## src/lcfg_pkg.sv

```systemverilog
// Constants, register map and carrier types for the laser channel fault gate.
// Assumes a single 10 MHz clock and a register port driven by a serial front end.
// Functional notes
// - Fault status bits 0..7: ram init, supply down, mem error, overtemp, overcurrent_ch2, overcurrent_ch1, osc, cfg timeout.
// - Channel status: per channel mode state, monitor seen, saturation, laser supply down.
// - Monitor seen bit latches on first monitor enable and holds until read.
// - Channels stay off while errors unacknowledged; reading status acknowledges them.
// - Power-on sets supply down, both laser supply down and ram initialized bits.
// - Leaving standby keeps configuration but sets supply down, disabling channels.
// - Overcurrent on either channel or overtemperature disables the laser outputs.
// - Memory validation error or configuration timeout also forces outputs off.
// - Pulsed operation enabled by bit 7 of 0x13 and 0x18, reset value zero.
// - In pulsed operation the enable pin switches current; regulator holds its point.
// - Power feedback pulsed: regulation disconnects after laser off at least 300 us.
// - Current feedback mode has no regulation timeout.
// - Pulsed: overcurrent off in current feedback, or threshold 0x00 in power feedback.
// - Overcurrent detection off whenever linear reference select is set.
// - Combine bit 1: channel 2 transistor parallels channel 1 regulation; 0 independent.
// - Every unmasked change in either status register is signalled on the fault pin.
// - Channel disable bits reset to 1, keeping channels off until written 0.
// - Laser supply down bits are event latches cleared by reading.
package lcfg_pkg;

  // ==========================================================
  // Register offsets
  localparam logic [7:0] ADDR_FAULT_STATUS = 8'h00;
  localparam logic [7:0] ADDR_CHANNEL_STATUS = 8'h01;
  localparam logic [7:0] ADDR_LIMIT1 = 8'h11;
  localparam logic [7:0] ADDR_COMP1 = 8'h13;
  localparam logic [7:0] ADDR_LIMIT2 = 8'h16;
  localparam logic [7:0] ADDR_COMP2 = 8'h18;
  localparam logic [7:0] ADDR_COMBINE = 8'h1b;
  localparam logic [7:0] ADDR_MASK = 8'h1d;
  localparam logic [7:0] ADDR_CHAN_CTRL = 8'h20;
  localparam logic [7:0] ADDR_MODE_CTRL = 8'h21;

  // ==========================================================
  // Field positions
  localparam int BIT_RAM_INIT = 0;
  localparam int BIT_SUPPLY_DOWN = 1;
  localparam int BIT_MEM_ERR = 2;
  localparam int BIT_OVER_TEMP = 3;
  localparam int BIT_OVERCURRENT_CH2 = 4;
  localparam int BIT_OVERCURRENT_CH1 = 5;
  localparam int BIT_OSC_ERR = 6;
  localparam int BIT_CFG_TIMEOUT = 7;
  localparam int CH_STRIDE = 4;      // Channel 2 fields sit 4 bits above channel 1
  localparam int BIT_MODE_STATE = 0;
  localparam int BIT_MON_SEEN = 1;
  localparam int BIT_SATURATION = 2;
  localparam int BIT_LSUPPLY_DOWN = 3;
  localparam int BIT_PULSED = 7;
  localparam int BIT_COMBINE = 6;
  localparam int BIT_MASK_OSC = 0;
  localparam int BIT_MASK_SAT1 = 2;
  localparam int BIT_MASK_SAT2 = 3;
  localparam int BIT_DISABLE1 = 0;
  localparam int BIT_DISABLE2 = 1;
  localparam int BIT_CURFB1 = 0;
  localparam int BIT_CURFB2 = 1;
  localparam int BIT_LINREF1 = 2;
  localparam int BIT_LINREF2 = 3;

  // ==========================================================
  // Reset values
  localparam logic [7:0] RST_FAULT_STATUS = 8'h03;   // ram init + supply down
  localparam logic [7:0] RST_CHANNEL_STATUS = 8'h88; // both laser supply down
  localparam logic [7:0] RST_COMP = 8'h30;
  localparam logic [7:0] RST_LIMIT = 8'hff;
  localparam logic [7:0] RST_COMBINE = 8'h00;
  localparam logic [7:0] RST_MASK = 8'h0c;
  localparam logic [7:0] RST_CHAN_CTRL = 8'h03;
  localparam logic [7:0] RST_MODE_CTRL = 8'h00;
  localparam logic [7:0] LIMIT_OFF = 8'h00;
  // Fault bits that keep lasers off; oscillator error only adds an offset
  localparam logic [7:0] FAULT_GATE_MASK = 8'hbf;
  localparam logic [7:0] CHAN_GATE_MASK = 8'h88;

  // ==========================================================
  // Timing
  localparam int CLK_FREQ_HZ = 10_000_000;
  localparam int REG_TIMEOUT_US = 300;
  localparam int REG_TIMEOUT_CYC = (REG_TIMEOUT_US * (CLK_FREQ_HZ / 1_000_000));
  localparam int TMO_W = 12;

  // ==========================================================
  // Carrier of per-channel analog condition levels
  typedef struct packed {
    logic overcurrent;
    logic monitorOn;
    logic saturation;
    logic supplyDown;
    logic enablePin;
  } lcfg_chan_t;

  // Carrier of device-wide condition levels
  typedef struct packed {
    logic memError;
    logic overTemp;
    logic oscError;
    logic cfgTimeout;
    logic supplyDown;
    logic standby;
  } lcfg_glob_t;

endpackage

```

## src/lcfg_top.sv

```systemverilog
// Fault latching, acknowledge-by-read and laser channel gating.
// Assumes a register port from the serial front end with one-cycle strobes
// and condition levels already synchronous to clk.
`timescale 1ns/1ps
module lcfg_top
  import lcfg_pkg::*;
#(
  parameter int TIMEOUT_CYC = REG_TIMEOUT_CYC
) (
  input wire logic clk,
  input wire logic rst_n,
  input wire logic regWr,
  input wire logic regRd,
  input wire logic [7:0] regAddr,
  input wire logic [7:0] regWdata,
  output logic [7:0] regRdata,
  input wire lcfg_chan_t chan1,
  input wire lcfg_chan_t chan2,
  input wire lcfg_glob_t glob,
  output logic laserOn1,
  output logic laserOn2,
  output logic regulate1,
  output logic regulate2,
  output logic parallelCh2,
  output logic pulsedOut1,
  output logic pulsedOut2,
  output logic faultPinOut,
  output logic faultPinOe
);

  // ==========================================================
  // Configuration registers
  logic [7:0] comp1_ff;
  logic [7:0] comp2_ff;
  logic [7:0] limit1_ff;
  logic [7:0] limit2_ff;
  logic [7:0] combine_ff;
  logic [7:0] mask_ff;
  logic [7:0] chanCtrl_ff;
  logic [7:0] modeCtrl_ff;
  logic [7:0] rdata_ff;
  logic [7:0] nxt_rdata;
  logic standby_ff;
  logic [7:0] fstatPrev_ff;
  logic [7:0] cstatPrev_ff;
  logic faultPend_ff;
  logic nxt_faultPend;
  logic [1:0] laserOn_ff;
  logic [1:0] nxt_laserOn;
  logic [1:0] regulate_ff;
  logic [1:0] nxt_regulate;
  logic parallel_ff;
  logic [TMO_W-1:0] offCnt_ff [2];

  // Address decode used by both read and write paths
  function automatic logic hit(input logic [7:0] a, input logic [7:0] ref_a);
    hit = (a == ref_a);
  endfunction

  wire wrComp1 = regWr && hit(regAddr, ADDR_COMP1);
  wire wrComp2 = regWr && hit(regAddr, ADDR_COMP2);
  wire wrLim1 = regWr && hit(regAddr, ADDR_LIMIT1);
  wire wrLim2 = regWr && hit(regAddr, ADDR_LIMIT2);
  wire wrComb = regWr && hit(regAddr, ADDR_COMBINE);
  wire wrMask = regWr && hit(regAddr, ADDR_MASK);
  wire wrChan = regWr && hit(regAddr, ADDR_CHAN_CTRL);
  wire wrMode = regWr && hit(regAddr, ADDR_MODE_CTRL);
  wire rdFault = regRd && hit(regAddr, ADDR_FAULT_STATUS);
  wire rdChan = regRd && hit(regAddr, ADDR_CHANNEL_STATUS);

  // ==========================================================
  // Per-channel mode view
  wire [1:0] pulsed = {comp2_ff[BIT_PULSED], comp1_ff[BIT_PULSED]};
  wire [1:0] curFb = {modeCtrl_ff[BIT_CURFB2], modeCtrl_ff[BIT_CURFB1]};
  wire [1:0] linRef = {modeCtrl_ff[BIT_LINREF2], modeCtrl_ff[BIT_LINREF1]};
  wire [1:0] limZero = {limit2_ff == LIMIT_OFF, limit1_ff == LIMIT_OFF};
  wire [1:0] chDisable = {chanCtrl_ff[BIT_DISABLE2], chanCtrl_ff[BIT_DISABLE1]};
  wire [1:0] enPin = {chan2.enablePin, chan1.enablePin};
  wire combine = combine_ff[BIT_COMBINE];

  // Overcurrent qualification; the linear reference always blocks it
  wire [1:0] ovcBlock = linRef | (pulsed & (curFb | limZero));
  wire [1:0] ovcHit = {chan2.overcurrent, chan1.overcurrent} & ~ovcBlock;

  // ==========================================================
  // Standby exit detection: falling edge of the standby level
  wire standbyExit = standby_ff && !glob.standby;

  // Fault status set and hold vectors
  logic [7:0] fSet;
  logic [7:0] fHold;
  assign fSet[BIT_RAM_INIT] = 1'b0;
  assign fSet[BIT_SUPPLY_DOWN] = glob.supplyDown || standbyExit;
  assign fSet[BIT_MEM_ERR] = glob.memError;
  assign fSet[BIT_OVER_TEMP] = glob.overTemp;
  assign fSet[BIT_OVERCURRENT_CH2] = ovcHit[1];
  assign fSet[BIT_OVERCURRENT_CH1] = ovcHit[0];
  assign fSet[BIT_OSC_ERR] = glob.oscError;
  assign fSet[BIT_CFG_TIMEOUT] = glob.cfgTimeout;
  // Standby exit is a one-cycle cause, so only the supply level holds bit 1
  assign fHold = {fSet[7:2], glob.supplyDown, 1'b0};

  logic [7:0] fStat;
  lcfg_evt_latch #(
    .W(8),
    .RST_VAL(RST_FAULT_STATUS)
  ) u_fault (
    .clk(clk),
    .rst_n(rst_n),
    .setVec(fSet),
    .holdVec(fHold),
    .clrRead(rdFault),
    .stat(fStat)
  );

  // ==========================================================
  // Channel status: mode state is live, the rest are latches
  logic [7:0] cSet;
  logic [7:0] cLive;
  logic [7:0] cStat;
  logic [7:0] cView;
  genvar ch;
  generate
    for (ch = 0; ch < 2; ch++) begin : g_ch
      lcfg_chan_t cv;
      assign cv = (ch == 0) ? chan1 : chan2;
      assign cSet[ch*CH_STRIDE + BIT_MODE_STATE] = 1'b0;
      assign cSet[ch*CH_STRIDE + BIT_MON_SEEN] = cv.monitorOn;
      assign cSet[ch*CH_STRIDE + BIT_SATURATION] = cv.saturation;
      assign cSet[ch*CH_STRIDE + BIT_LSUPPLY_DOWN] = cv.supplyDown;
      // Mode state reads 1 in power feedback, 0 in current feedback
      assign cLive[ch*CH_STRIDE + BIT_MODE_STATE] = !curFb[ch];
      assign cLive[ch*CH_STRIDE + BIT_MON_SEEN] = 1'b0;
      assign cLive[ch*CH_STRIDE + BIT_SATURATION] = 1'b0;
      assign cLive[ch*CH_STRIDE + BIT_LSUPPLY_DOWN] = 1'b0;
    end
  endgenerate

  lcfg_evt_latch #(
    .W(8),
    .RST_VAL(RST_CHANNEL_STATUS)
  ) u_chan (
    .clk(clk),
    .rst_n(rst_n),
    .setVec(cSet),
    .holdVec(cSet),
    .clrRead(rdChan),
    .stat(cStat)
  );
  assign cView = cStat | cLive;

  // ==========================================================
  // Laser gating: any latched disabling error keeps both channels off
  wire errPending = |(fStat & FAULT_GATE_MASK) || |(cStat & CHAN_GATE_MASK);
  // In combine mode channel 2 needs both channel 1's gate and its own
  wire [1:0] gateBase = enPin & ~chDisable;
  assign nxt_laserOn[0] = gateBase[0] && !errPending;
  assign nxt_laserOn[1] = (combine ? (gateBase[0] && gateBase[1]) : gateBase[1]) && !errPending;

  // ==========================================================
  // Regulation timeout: counts laser-off time in pulsed power feedback only.
  // Current feedback or continuous mode clears the counter, so no timeout.
  generate
    for (ch = 0; ch < 2; ch++) begin : g_tmo
      wire armed = pulsed[ch] && !curFb[ch] && !enPin[ch];
      wire expired = (offCnt_ff[ch] >= TMO_W'(TIMEOUT_CYC));
      assign nxt_regulate[ch] = !(armed && expired);
      always_ff @(posedge clk or negedge rst_n) begin
        if (!rst_n) begin
          offCnt_ff[ch] <= '0;
        end else if (!armed) begin
          offCnt_ff[ch] <= '0;
        end else if (!expired) begin
          offCnt_ff[ch] <= offCnt_ff[ch] + TMO_W'(1);
        end
      end
    end
  endgenerate

  // ==========================================================
  // Fault pin: unmasked status changes raise it until a status read
  wire [7:0] fMaskVec = {1'b0, mask_ff[BIT_MASK_OSC], 6'h00};
  wire [7:0] cMaskVec = {1'b0, mask_ff[BIT_MASK_SAT2], 3'h0, mask_ff[BIT_MASK_SAT1], 2'h0};
  wire fChange = |((fStat ^ fstatPrev_ff) & ~fMaskVec);
  wire cChange = |((cView ^ cstatPrev_ff) & ~cMaskVec);
  // A change in the read cycle still wins, so no event is lost
  assign nxt_faultPend = fChange || cChange || (faultPend_ff && !(rdFault || rdChan));

  // ==========================================================
  // Read mux; unmapped offsets read zero
  assign nxt_rdata = !regRd ? rdata_ff :
    hit(regAddr, ADDR_FAULT_STATUS) ? fStat :
    hit(regAddr, ADDR_CHANNEL_STATUS) ? cView :
    hit(regAddr, ADDR_LIMIT1) ? limit1_ff :
    hit(regAddr, ADDR_COMP1) ? comp1_ff :
    hit(regAddr, ADDR_LIMIT2) ? limit2_ff :
    hit(regAddr, ADDR_COMP2) ? comp2_ff :
    hit(regAddr, ADDR_COMBINE) ? combine_ff :
    hit(regAddr, ADDR_MASK) ? mask_ff :
    hit(regAddr, ADDR_CHAN_CTRL) ? chanCtrl_ff :
    hit(regAddr, ADDR_MODE_CTRL) ? modeCtrl_ff : 8'h00;

  // Writable configuration
  always_ff @(posedge clk or negedge rst_n) begin
    if (!rst_n) begin
      comp1_ff <= RST_COMP;
      comp2_ff <= RST_COMP;
      limit1_ff <= RST_LIMIT;
      limit2_ff <= RST_LIMIT;
      combine_ff <= RST_COMBINE;
      mask_ff <= RST_MASK;
      chanCtrl_ff <= RST_CHAN_CTRL;
      modeCtrl_ff <= RST_MODE_CTRL;
    end else begin
      if (wrComp1) comp1_ff <= regWdata;
      if (wrComp2) comp2_ff <= regWdata;
      if (wrLim1) limit1_ff <= regWdata;
      if (wrLim2) limit2_ff <= regWdata;
      if (wrComb) combine_ff <= regWdata;
      if (wrMask) mask_ff <= regWdata;
      if (wrChan) chanCtrl_ff <= regWdata;
      if (wrMode) modeCtrl_ff <= regWdata;
    end
  end

  // Edge trackers and registered outputs
  always_ff @(posedge clk or negedge rst_n) begin
    if (!rst_n) begin
      standby_ff <= 1'b0;
      fstatPrev_ff <= RST_FAULT_STATUS;
      cstatPrev_ff <= RST_CHANNEL_STATUS;
      faultPend_ff <= 1'b1; // Power-on bits count as a change
      rdata_ff <= 8'h00;
      laserOn_ff <= 2'b00;
      regulate_ff <= 2'b11;
      parallel_ff <= 1'b0;
    end else begin
      standby_ff <= glob.standby;
      fstatPrev_ff <= fStat;
      cstatPrev_ff <= cView;
      faultPend_ff <= nxt_faultPend;
      rdata_ff <= nxt_rdata;
      laserOn_ff <= nxt_laserOn;
      regulate_ff <= nxt_regulate;
      parallel_ff <= combine;
    end
  end

  assign regRdata = rdata_ff;
  assign laserOn1 = laserOn_ff[0];
  assign laserOn2 = laserOn_ff[1];
  assign regulate1 = regulate_ff[0];
  assign regulate2 = regulate_ff[1];
  assign parallelCh2 = parallel_ff;
  assign pulsedOut1 = comp1_ff[BIT_PULSED];
  assign pulsedOut2 = comp2_ff[BIT_PULSED];
  // Open drain: only ever pulls low
  assign faultPinOut = 1'b0;
  assign faultPinOe = faultPend_ff;

endmodule // lcfg_top

```

## src/lcfg_evt_latch.sv

```systemverilog
// Bank of sticky status bits, cleared by a read unless the cause persists.
// Assumes the read strobe is a one-cycle pulse in the same clock domain.
`timescale 1ns/1ps
module lcfg_evt_latch #(
  parameter int W = 8,
  parameter logic [W-1:0] RST_VAL = '0
) (
  input wire logic clk,
  input wire logic rst_n,
  input wire logic [W-1:0] setVec,
  input wire logic [W-1:0] holdVec,
  input wire logic clrRead,
  output logic [W-1:0] stat
);
  logic [W-1:0] stat_ff;
  logic [W-1:0] nxt_stat;
  logic [W-1:0] clrVec;

  // ==========================================================
  // Clear only bits whose cause has gone; a new set beats the clear
  assign clrVec = clrRead ? ~holdVec : '0;
  assign nxt_stat = (stat_ff & ~clrVec) | setVec;
  assign stat = stat_ff;

  // Latch register
  always_ff @(posedge clk or negedge rst_n) begin
    if (!rst_n) begin
      stat_ff <= RST_VAL;
    end else begin
      stat_ff <= nxt_stat;
    end
  end
endmodule // lcfg_evt_latch

```

## config.mk

```make
export PLATFORM = sky130hd
export DESIGN_NAME = lcfg_top
export DESIGN_NICKNAME = d
export VERILOG_FILES = /design/src/lcfg_pkg.sv /design/src/lcfg_top.sv /design/src/lcfg_evt_latch.sv
export SDC_FILE = /design/constraint.sdc
export NUM_CORES = 1
export LEC_CHECK = 0
export BUFFER_PORTS_ARGS = -buffer_cell sky130_fd_sc_hd__buf_2
export CAP_MARGIN = 20
export CORE_MARGIN = 10
export CORE_UTILIZATION = 50
export DETAILED_ROUTE_END_ITERATION = 8
export GPL_TIMING_DRIVEN = 0
export PLACE_DENSITY_LB_ADDON = 0.2
export SYNTH_ARGS = -nofsm -noshare
export SYNTH_HDL_FRONTEND = slang
export SYNTH_SLANG_ARGS = --single-unit
export TNS_END_PERCENT = 20
```

## constraint.sdc

```tcl
create_clock -name clk -period 2.47 [get_ports clk]
set_clock_uncertainty 0.05 [all_clocks]
set_input_delay 0.247 -clock clk [delete_from_list [all_inputs] [get_ports clk]]
set_output_delay 0.247 -clock clk [all_outputs]
set_load 0.02 [all_outputs]
```

Word-level counts from Yosys, hierarchy flattened
Cells that the tools add are included.
{"block": "op_classes", "n_addsub": 2, "order_cmp": 2, "eq_ne": 11, "mux": 17, "bitwise": 22, "reduce_logical": 42}
{"cell": "$mux 8", "count": 12}
{"cell": "$eq 8x5->1 const B", "count": 6}
{"cell": "$mux 12", "count": 4}
{"cell": "$and 8x8->8", "count": 4}
{"cell": "$not 8->8", "count": 4}
{"cell": "$add 12x1->12 const B", "count": 2}
{"cell": "$ge 12x12->1 const B", "count": 2}
{"cell": "$logic_not 8->1", "count": 3}
{"cell": "$logic_and 1x1->1", "count": 21}
{"cell": "$eq 8x6->1 const B", "count": 2}
{"cell": "$not 7->8", "count": 2}
{"cell": "$or 8x8->8", "count": 2}
{"cell": "$reduce_or 8->1", "count": 2}
{"cell": "$xor 8x8->8", "count": 2}
{"cell": "$logic_not 1->1", "count": 9}
{"cell": "$eq 8x1->1 const B", "count": 1}
{"cell": "$or 8x5->8", "count": 1}
{"cell": "$reduce_or 7->1", "count": 1}
{"cell": "$and 2x2->2", "count": 3}
{"cell": "$logic_or 1x1->1", "count": 5}
{"cell": "$ne 2x2->1 const B", "count": 2}
{"cell": "$not 2->2", "count": 2}
{"cell": "$or 2x2->2", "count": 2}
{"cell": "$reduce_or 2->1", "count": 1}
{"cell": "$mux 1", "count": 1}
{"block": "totals", "register_bits": 135, "in_bits": 36, "out_inout_bits": 17}

Depth between registers and ports, before layout
Gate-level depths: netlist of the first run.
{"block": "depth", "ltp_word": 11, "mapped_depth": 7, "mapped_depth_nobuf": 5}

Cells and area by module
A second synthesis of the first run with hierarchy kept.
{"block": "hier_totals", "hier_cells": 575, "area_unflattened_um2": 6746.5}
{"module": "lcfg_top", "n_inst": 1, "cells_per_inst": 527, "area_per_inst_um2": 6120.9}
{"module": "lcfg_evt_latch", "n_inst": 2, "cells_per_inst": 24, "area_per_inst_um2": 312.8}

Worst setup path before layout of the first run
OpenSTA, ideal clock, no wires.
{"block": "synth_timing", "path_type": "input port to flip-flop", "from": "in regAddr[5]", "to": "reg combine_ff[0]", "setup_ns": 0.125, "arrival_time_ns": 1.702, "slack_ns": 0.593, "stages": 6, "cell_sequence": "buf_6 > nand4b_1 > or3_1 > buf_2 > nor2_4 > mux2_2"}
{"block": "synth_via", "elab_chain_len": 2}
{"element": "start: declaration", "line": "lcfg_top.sv:14", "rtl": "input wire logic [7:0] regAddr,"}
{"element": "$eq 8x5->1", "line": "lcfg_top.sv:57", "rtl": "hit = (a == ref_a);"}
{"element": "$logic_and 1x1->1", "line": "lcfg_top.sv:64", "rtl": "wire wrComb = regWr && hit(regAddr, ADDR_COMBINE);"}
{"element": "end signal: assignment", "line": "lcfg_top.sv:219", "rtl": "if (wrComb) combine_ff <= regWdata;"}
{"element": "end: declaration", "line": "lcfg_top.sv:37", "rtl": "logic [7:0] combine_ff;"}
No other way between the ends.
A chain may end at the register's enable or synchronous reset.

Final worst setup path of the first run
{"block": "layout_timing", "from": "in regAddr[3]", "to": "reg rdata_ff[6] (netlist: regRdata[6])"}
{"block": "layout_via", "elab_chain_len": 11}
{"element": "$eq 8x6->1", "line": "lcfg_top.sv:57"}
{"element": "$mux 8", "line": "lcfg_top.sv:201", "rtl": "hit(regAddr, ADDR_MODE_CTRL) ? modeCtrl_ff : 8'h00;"}
{"element": "$mux 8", "line": "lcfg_top.sv:200", "rtl": "hit(regAddr, ADDR_CHAN_CTRL) ? chanCtrl_ff :"}
{"element": "$mux 8", "line": "lcfg_top.sv:199", "rtl": "hit(regAddr, ADDR_MASK) ? mask_ff :"}
{"element": "$mux 8", "line": "lcfg_top.sv:198", "rtl": "hit(regAddr, ADDR_COMBINE) ? combine_ff :"}
{"element": "$mux 8", "line": "lcfg_top.sv:197", "rtl": "hit(regAddr, ADDR_COMP2) ? comp2_ff :"}
{"element": "$mux 8", "line": "lcfg_top.sv:196", "rtl": "hit(regAddr, ADDR_LIMIT2) ? limit2_ff :"}
{"element": "$mux 8", "line": "lcfg_top.sv:195", "rtl": "hit(regAddr, ADDR_COMP1) ? comp1_ff :"}
{"element": "$mux 8", "line": "lcfg_top.sv:194", "rtl": "hit(regAddr, ADDR_LIMIT1) ? limit1_ff :"}
{"element": "$mux 8", "line": "lcfg_top.sv:193", "rtl": "hit(regAddr, ADDR_CHANNEL_STATUS) ? cView :"}
{"element": "$mux 8 *", "line": "lcfg_top.sv:192", "rtl": "hit(regAddr, ADDR_FAULT_STATUS) ? fStat :"}
{"element": "end signal: assignment", "line": "lcfg_top.sv:242", "rtl": "rdata_ff <= nxt_rdata;"}
{"element": "end: declaration", "line": "lcfg_top.sv:41", "rtl": "logic [7:0] rdata_ff;"}
Every way passes the cells marked *; elsewhere a longest branch is shown, timed or not.

==> results of run 1 <==
==> critical path: stages <==
cell     delay [ns]
buf_2          0.11
buf_4          0.17
nor4_1         0.59
nor4b_2        0.77
nand2_1        0.13
nand3_1        0.14
o21ai_2        0.07
==> metrics by stage <==
stage	setup TNS, ns	util (%)
floorplan	0	-
global placement	-64.08	55.3
detailed placement	0	55.5
CTS	0	61.0
global route	0	61.0
finish	0	61.0
==> cells by family after synthesis <==
group,share of synthesized area (%)
other cells,0.0567
simple gates,14.7
flops,51.8
fa+ha+maj,0.757
mux,13.3
buf+inv,4.01
xor+xnor,4.50
compound gates,10.8
==> how the worst min path moves through the flow <==
stage	depth (start not counted)	slack [ns]	from	endpoint
global route	2	0.03	chan2[4]	u_fault.stat[4]
CTS	2	0.03	chan2[4]	u_fault.stat[4]
finish	2	0.04	chan2[4]	u_fault.stat[4]
floorplan	0	-0.1	rst_n	chanCtrl_ff[2]
global placement	1	0.32	glob[0]	standby_ff
detailed placement	1	0.16	rst_n	offCnt_ff[23]
==> final cells by class <==
type,count,area [µm²],share of cell area (%)
inverter,14,52.6,0.674
clock buffer,29,531,6.80
sequential,135,3420,43.9
tap,172,215,2.76
timing repair buffer,61,399,5.12
clock inverter,3,40.0,0.513
multi-input combinational,404,2930,37.5
buffer,26,213,2.73
==> layout by cell type (no fill, tap or decap), types with 17 or more instances in the layout <==
master,synthesis,final
mux2_2,65,65
dfstp_2,35,35
xnor2_1,25,25
dfrtp_1,100,100
nand2_1,39,39
buf_2,3,48
clkbuf_16,0,17
nand3_1,25,25
nor2_1,35,35
a21oi_1,23,23
==> routing by layer <==
metal	GRT usage, %	wire length (µm)
met1	24.5	7480
met2	28.5	7460
met3	5.12	814
met4	6.76	346
met5	0	0
==> power by group <==
| group | total, mW | leakage, nW | switching (mW) | internal [mW] |
|---|---|---|---|---|
| logic | 0.351 | 1.34 | 0.203 | 0.147 |
| registers | 2.33 | 1.64 | 0.0449 | 2.29 |
| clock network | 2.42 | 0.282 | 0.874 | 1.54 |
| total | 5.10 | 3.25 | 1.12 | 3.98 |
==> timing repair <==
item,in CTS,in global routing
endpoints found under the hold margin,38,0
gates resized for setup,0,0
hold buffers,13,0
setup endpoints to repair,0,0
==> run_results.csv, run 1 <==
group,metric,value,unit
timing,slew_violations,0,
detailed_routing,routedWlPerCell,19.1,µm
synth,ys.flop_type,"dfrtp_1",
synth,synthTopCellsByArea,"dfrtp_1 (38%), dfstp_2 (14%), mux2_2 (11%), xnor2_1 (3.3%), mux2i_1 (2.3%)",
setup_path,end_kind,"register",
floorplan,core_area,12800,µm²
setup_path,rr_endpoint,"offCnt_ff[9]",
global_routing,grt_usage,18.5,%
place,placed_cells,798,
clock_network,cts_num_sinks,135,
global_routing,grt_max_degree,88,
setup_path,critPathLaunch,"regAddr[3]",
timing,hold_viol_final,0,
timing,rsz0062_at_grt,"false",
timing,worst_slew_pin_slew,0.804,ns
clock_network,insertion_delay,0.41,ns
clock_network,post_cts_buffers,0,
final_layout,final_cells,844,
clock_network,ctsRootBufferMaster,"clkbuf_16",
global_routing,grt_pass1_vias,4917,
detailed_routing,drtAntennaViolNets,0,
timing,timing.hold.ws,0.0444,ns
place,io_buffers,46,
place,dp_slack,0.0817,ns
place,dpl_cell_area,7090,µm²
min_path,hold_class,"in2reg",
setup_path,critPathMaxFanout,10,
detailed_routing,dr_total_vias,4730,
setup_path,rr_worst_depth,5,
synth,synth_most_common_cell,"dfrtp_1",
synth,synth.avg_cell_area,11.4,µm²
timing,fmaxAchievable,508,MHz
clock_network,cts.path.max_buffers,2,
final_layout,design_area,7800,µm²
final_layout,fin_nets,699,
final_layout,drive_gt1_share,32.4,%
clock_network,cts_made_buffers,17,
detailed_routing,routed_via_density,5.60,
global_routing,overflow,0,
power_and_ir_drop,vdd_ir_drop_max,0.703,mV
job,maxCapViolations,0,
final_layout,n_antenna_cell,0,
floorplan,die_width,135,µm
detailed_routing,drc_errors,0,
clock_network,clkTransAtPathRegs,0.06,ns
place,gp_congestion,0.903,
floorplan,die_h,135,µm
power_and_ir_drop,p_total,5.10,mW
detailed_routing,totalWireLength,16.1,mm
power_and_ir_drop,powerDensity,654,nW/µm²
timing,min_period,1.97,ns
final_layout,n_fill_cell,1026,
timing,setup_slack,0.501,ns
setup_path,cp-start-kind,"input port",
setup_path,critical_path_class,"in2reg",
floorplan,dieArea,18200,µm²
timing,setup_viol,0,
synth,synthDominantCellAreaShare,37.8,%
synth,synthCells,579,
setup_path,worstReg2RegStart,"offCnt_ff[2]",
synth,async_flop_share,100,%
setup_path,worstPathRequired,2.72,ns
setup_path,rrSetupSlack,0.61,ns
outcome,status,"complete, no violations",
synth,synthTopCellsByCount,"dfrtp_1 (100), mux2_2 (65), nand2_1 (39), dfstp_2 (35), nor2_1 (35)",
global_routing,antenna_found_initial,0,
detailed_routing,drtIter0Drc,327,
synth,yosysWarnings,0,
power_and_ir_drop,p_leak,3.25,nW
setup_path,crit_arrival,2.22,ns
synth,ys_seq_elements,135,
timing,finalCritPeriodShare,79.7,%
synth,yosysSeqAreaShare,51.8,%
clock_network,cts_tree,"done",
synth,syn_nets,619,
clock_network,cts_max_level,4,
final_layout,area_growth,17.9,%
global_routing,grt_pass1_wl,26.5,mm
synth,synth_top_cell_by_area,"dfrtp_1",
synth,synth_edf_count,0,
synth,syn-cell-area,6610,µm²
setup_path,worstSetupEndpoint,"regRdata[6]",
timing,max-slew-margin-rel,46.2,%
detailed_routing,dr.pass1.iters,5,
final_layout,top_register,"offCnt_ff",
floorplan,io_pins,53,
synth,synth_cell_types,71,
floorplan,start_util,51.8,%
final_layout,largest_reg_flops,24,
place,dp_hpwl,11.7,mm
floorplan,rows,41,
No activity file was read; power rests on OpenSTA's default activity.
==> run 2: changes to the inputs <==
clock period = 1.7 ns   (was 2.47 ns; I/O delays follow)
==> run 2 against run 1 <==
Compared with the run above: first-iteration DRC count grew 38%; critical path type unchanged; die area is the same; core utilization grew 2.0 points; count of clock-buffer cells in the layout shrank 5; combinational power grew 53%; sequential power grew 45%; largest cell class unchanged; highest routed layer unchanged; non-clock buffer count grew 5; hold slack gained 0.067 ns; power grew 50%; worst setup slack lost 0.49 ns; register-to-register slack lost 0.59 ns.
==> run_results.csv, run 2 (same netlist as run 1, synthesis figures left out) <==
group,metric,value,unit
setup_path,cp-start-kind,"input port",
clock_network,cts.path.max_buffers,2,
floorplan,core_area,12800,µm²
power_and_ir_drop,powerDensity,952,nW/µm²
clock_network,insertion_delay,0.42,ns
setup_path,worstReg2RegStart,"u_fault.stat[1]",
clock_network,clkTransAtPathRegs,0.06,ns
floorplan,io_pins,53,
global_routing,grt_pass1_wl,26.5,mm
detailed_routing,drc_errors,0,
floorplan,start_util,51.8,%
timing,slew_violations,0,
global_routing,grt_max_degree,83,
detailed_routing,routed_via_density,5.62,
place,io_buffers,46,
final_layout,area_growth,21.8,%
floorplan,die_h,135,µm
global_routing,grt_usage,18.6,%
setup_path,critical_path_class,"in2reg",
final_layout,design_area,8050,µm²
detailed_routing,drtAntennaViolNets,0,
timing,fmaxAchievable,593,MHz
floorplan,dieArea,18200,µm²
setup_path,worstPathRequired,2.00,ns
detailed_routing,totalWireLength,16.7,mm
timing,finalCritPeriodShare,99.3,%
detailed_routing,drtIter0Drc,452,
final_layout,final_cell_mix,"dfrtp_1 (93), mux2_2 (64), buf_2 (47), nand2_1 (39), dfstp_2 (35)",
power_and_ir_drop,p_leak,3.33,nW
global_routing,antenna_found_initial,0,
timing,min_period,1.69,ns
timing,setup_tns,0,ns
clock_network,ctsRootBufferMaster,"clkbuf_16",
timing,setup_viol,0,
setup_path,worstSetupEndpoint,"regRdata[7]",
clock_network,cts_made_buffers,17,
detailed_routing,dr_total_vias,4768,
job,maxCapViolations,0,
final_layout,fin_nets,704,
place,dpl_cell_area,7110,µm²
floorplan,rows,41,
final_layout,top_register,"offCnt_ff",
detailed_routing,routedWlPerCell,19.7,µm
place,gp_congestion,0.881,
global_routing,overflow,0,
outcome,status,"complete, no violations",
floorplan,die_width,135,µm
setup_path,end_kind,"register",
timing,rsz0062_at_grt,"true",
timing,max-slew-margin-rel,62.4,%
global_routing,grt_pass1_vias,4904,
clock_network,cts_tree,"done",
timing,setup_slack,0.0126,ns
setup_path,critPathMaxFanout,10,
min_path,hold_class,"in2reg",
place,dp_slack,-0.534,ns
timing,worst_slew_pin_slew,0.564,ns
clock_network,cts_max_level,4,
min_path,holdPathStages,2,
final_layout,n_antenna_cell,0,
power_and_ir_drop,vdd_ir_drop_max,0.969,mV
setup_path,crit_arrival,1.99,ns
final_layout,drive_gt1_share,35.9,%
setup_path,critPathLaunch,"regAddr[2]",
setup_path,rr_worst_depth,5,
setup_path,rr_endpoint,"faultPinOe",
clock_network,cts_num_sinks,135,
timing,hold_viol_final,0,
detailed_routing,dr.pass1.iters,5,
place,dp_hpwl,11.6,mm
final_layout,final_common_cell,"dfrtp_1",
final_layout,largest_reg_flops,24,
setup_path,rrSetupSlack,0.02,ns
[run 2: power by group]
part           switching, mW  leakage [nW]  internal (mW)
Combinational          0.310          1.41          0.227
Sequential            0.0642          1.62           3.32
Clock                   1.32         0.294           2.42
Total                   1.70          3.33           5.97
[run 2: metrics by stage]
step / std cells / hold WS (ns) / utilization [%] / power [mW]
floorplan: 579 / -0.176 / - / 3.69
global placement: 797 / 0.245 / 55.4 / 3.91
detailed placement: 798 / 0.103 / 55.6 / 3.93
CTS: 847 / 0.0972 / 62.0 / 7.70
global route: 849 / 0.103 / 63.0 / 7.92
finish: 849 / 0.111 / 63.0 / 7.67
[run 2: area by class of cell]
class	instances	area [µm²]
fillers	993	4720
flip-flops and latches	135	3430
multi-input cells	404	3070
clock buffers	24	482
repair buffers	68	464
plain buffers	24	215
well taps	172	215
clock inverters	8	121
inverters	14	52.6
[run 2: what timing repair did]
| action | 4_1_cts | 5_1_grt |
|---|---|---|
| resized for setup | 8 | 23 |
| buffers inserted | 0 | 4 |
| hold buffers | 17 | 0 |
| pin swaps | 0 | 6 |
| setup endpoints to repair | 45 | 61 |
| hold endpoints to repair | 47 | 0 |
[run 2: worst max-delay path, stage by stage]
cell and delay (ns):
buf_2 0.13, or3_1 0.38, buf_6 0.15, or4_4 0.48
buf_6 0.16, o22ai_1 0.22, a21oi_1 0.16, o21ai_2 0.13
[run 2: how the worst min path moves through the flow]
stage                 from              to  slack (ns)
6_report       regWdata[4]  modeCtrl_ff[4]        0.11
5_1_grt        regWdata[4]  modeCtrl_ff[4]        0.10
4_1_cts        regWdata[5]  modeCtrl_ff[5]         0.1
3_5_place_dp         rst_n   offCnt_ff[23]        0.10
3_3_place_gp       glob[0]      standby_ff        0.24
2_1_floorplan        rst_n  chanCtrl_ff[2]       -0.18
[run 2: routing by layer]
layer	global-route usage, %	vias to the layer above	part of all wire [%]
li1	-	2248	-
met4	5.74	0	1.5
met2	29.1	115	47
met5	0	-	0
met3	5.38	21	4.9
met1	24.3	2384	46
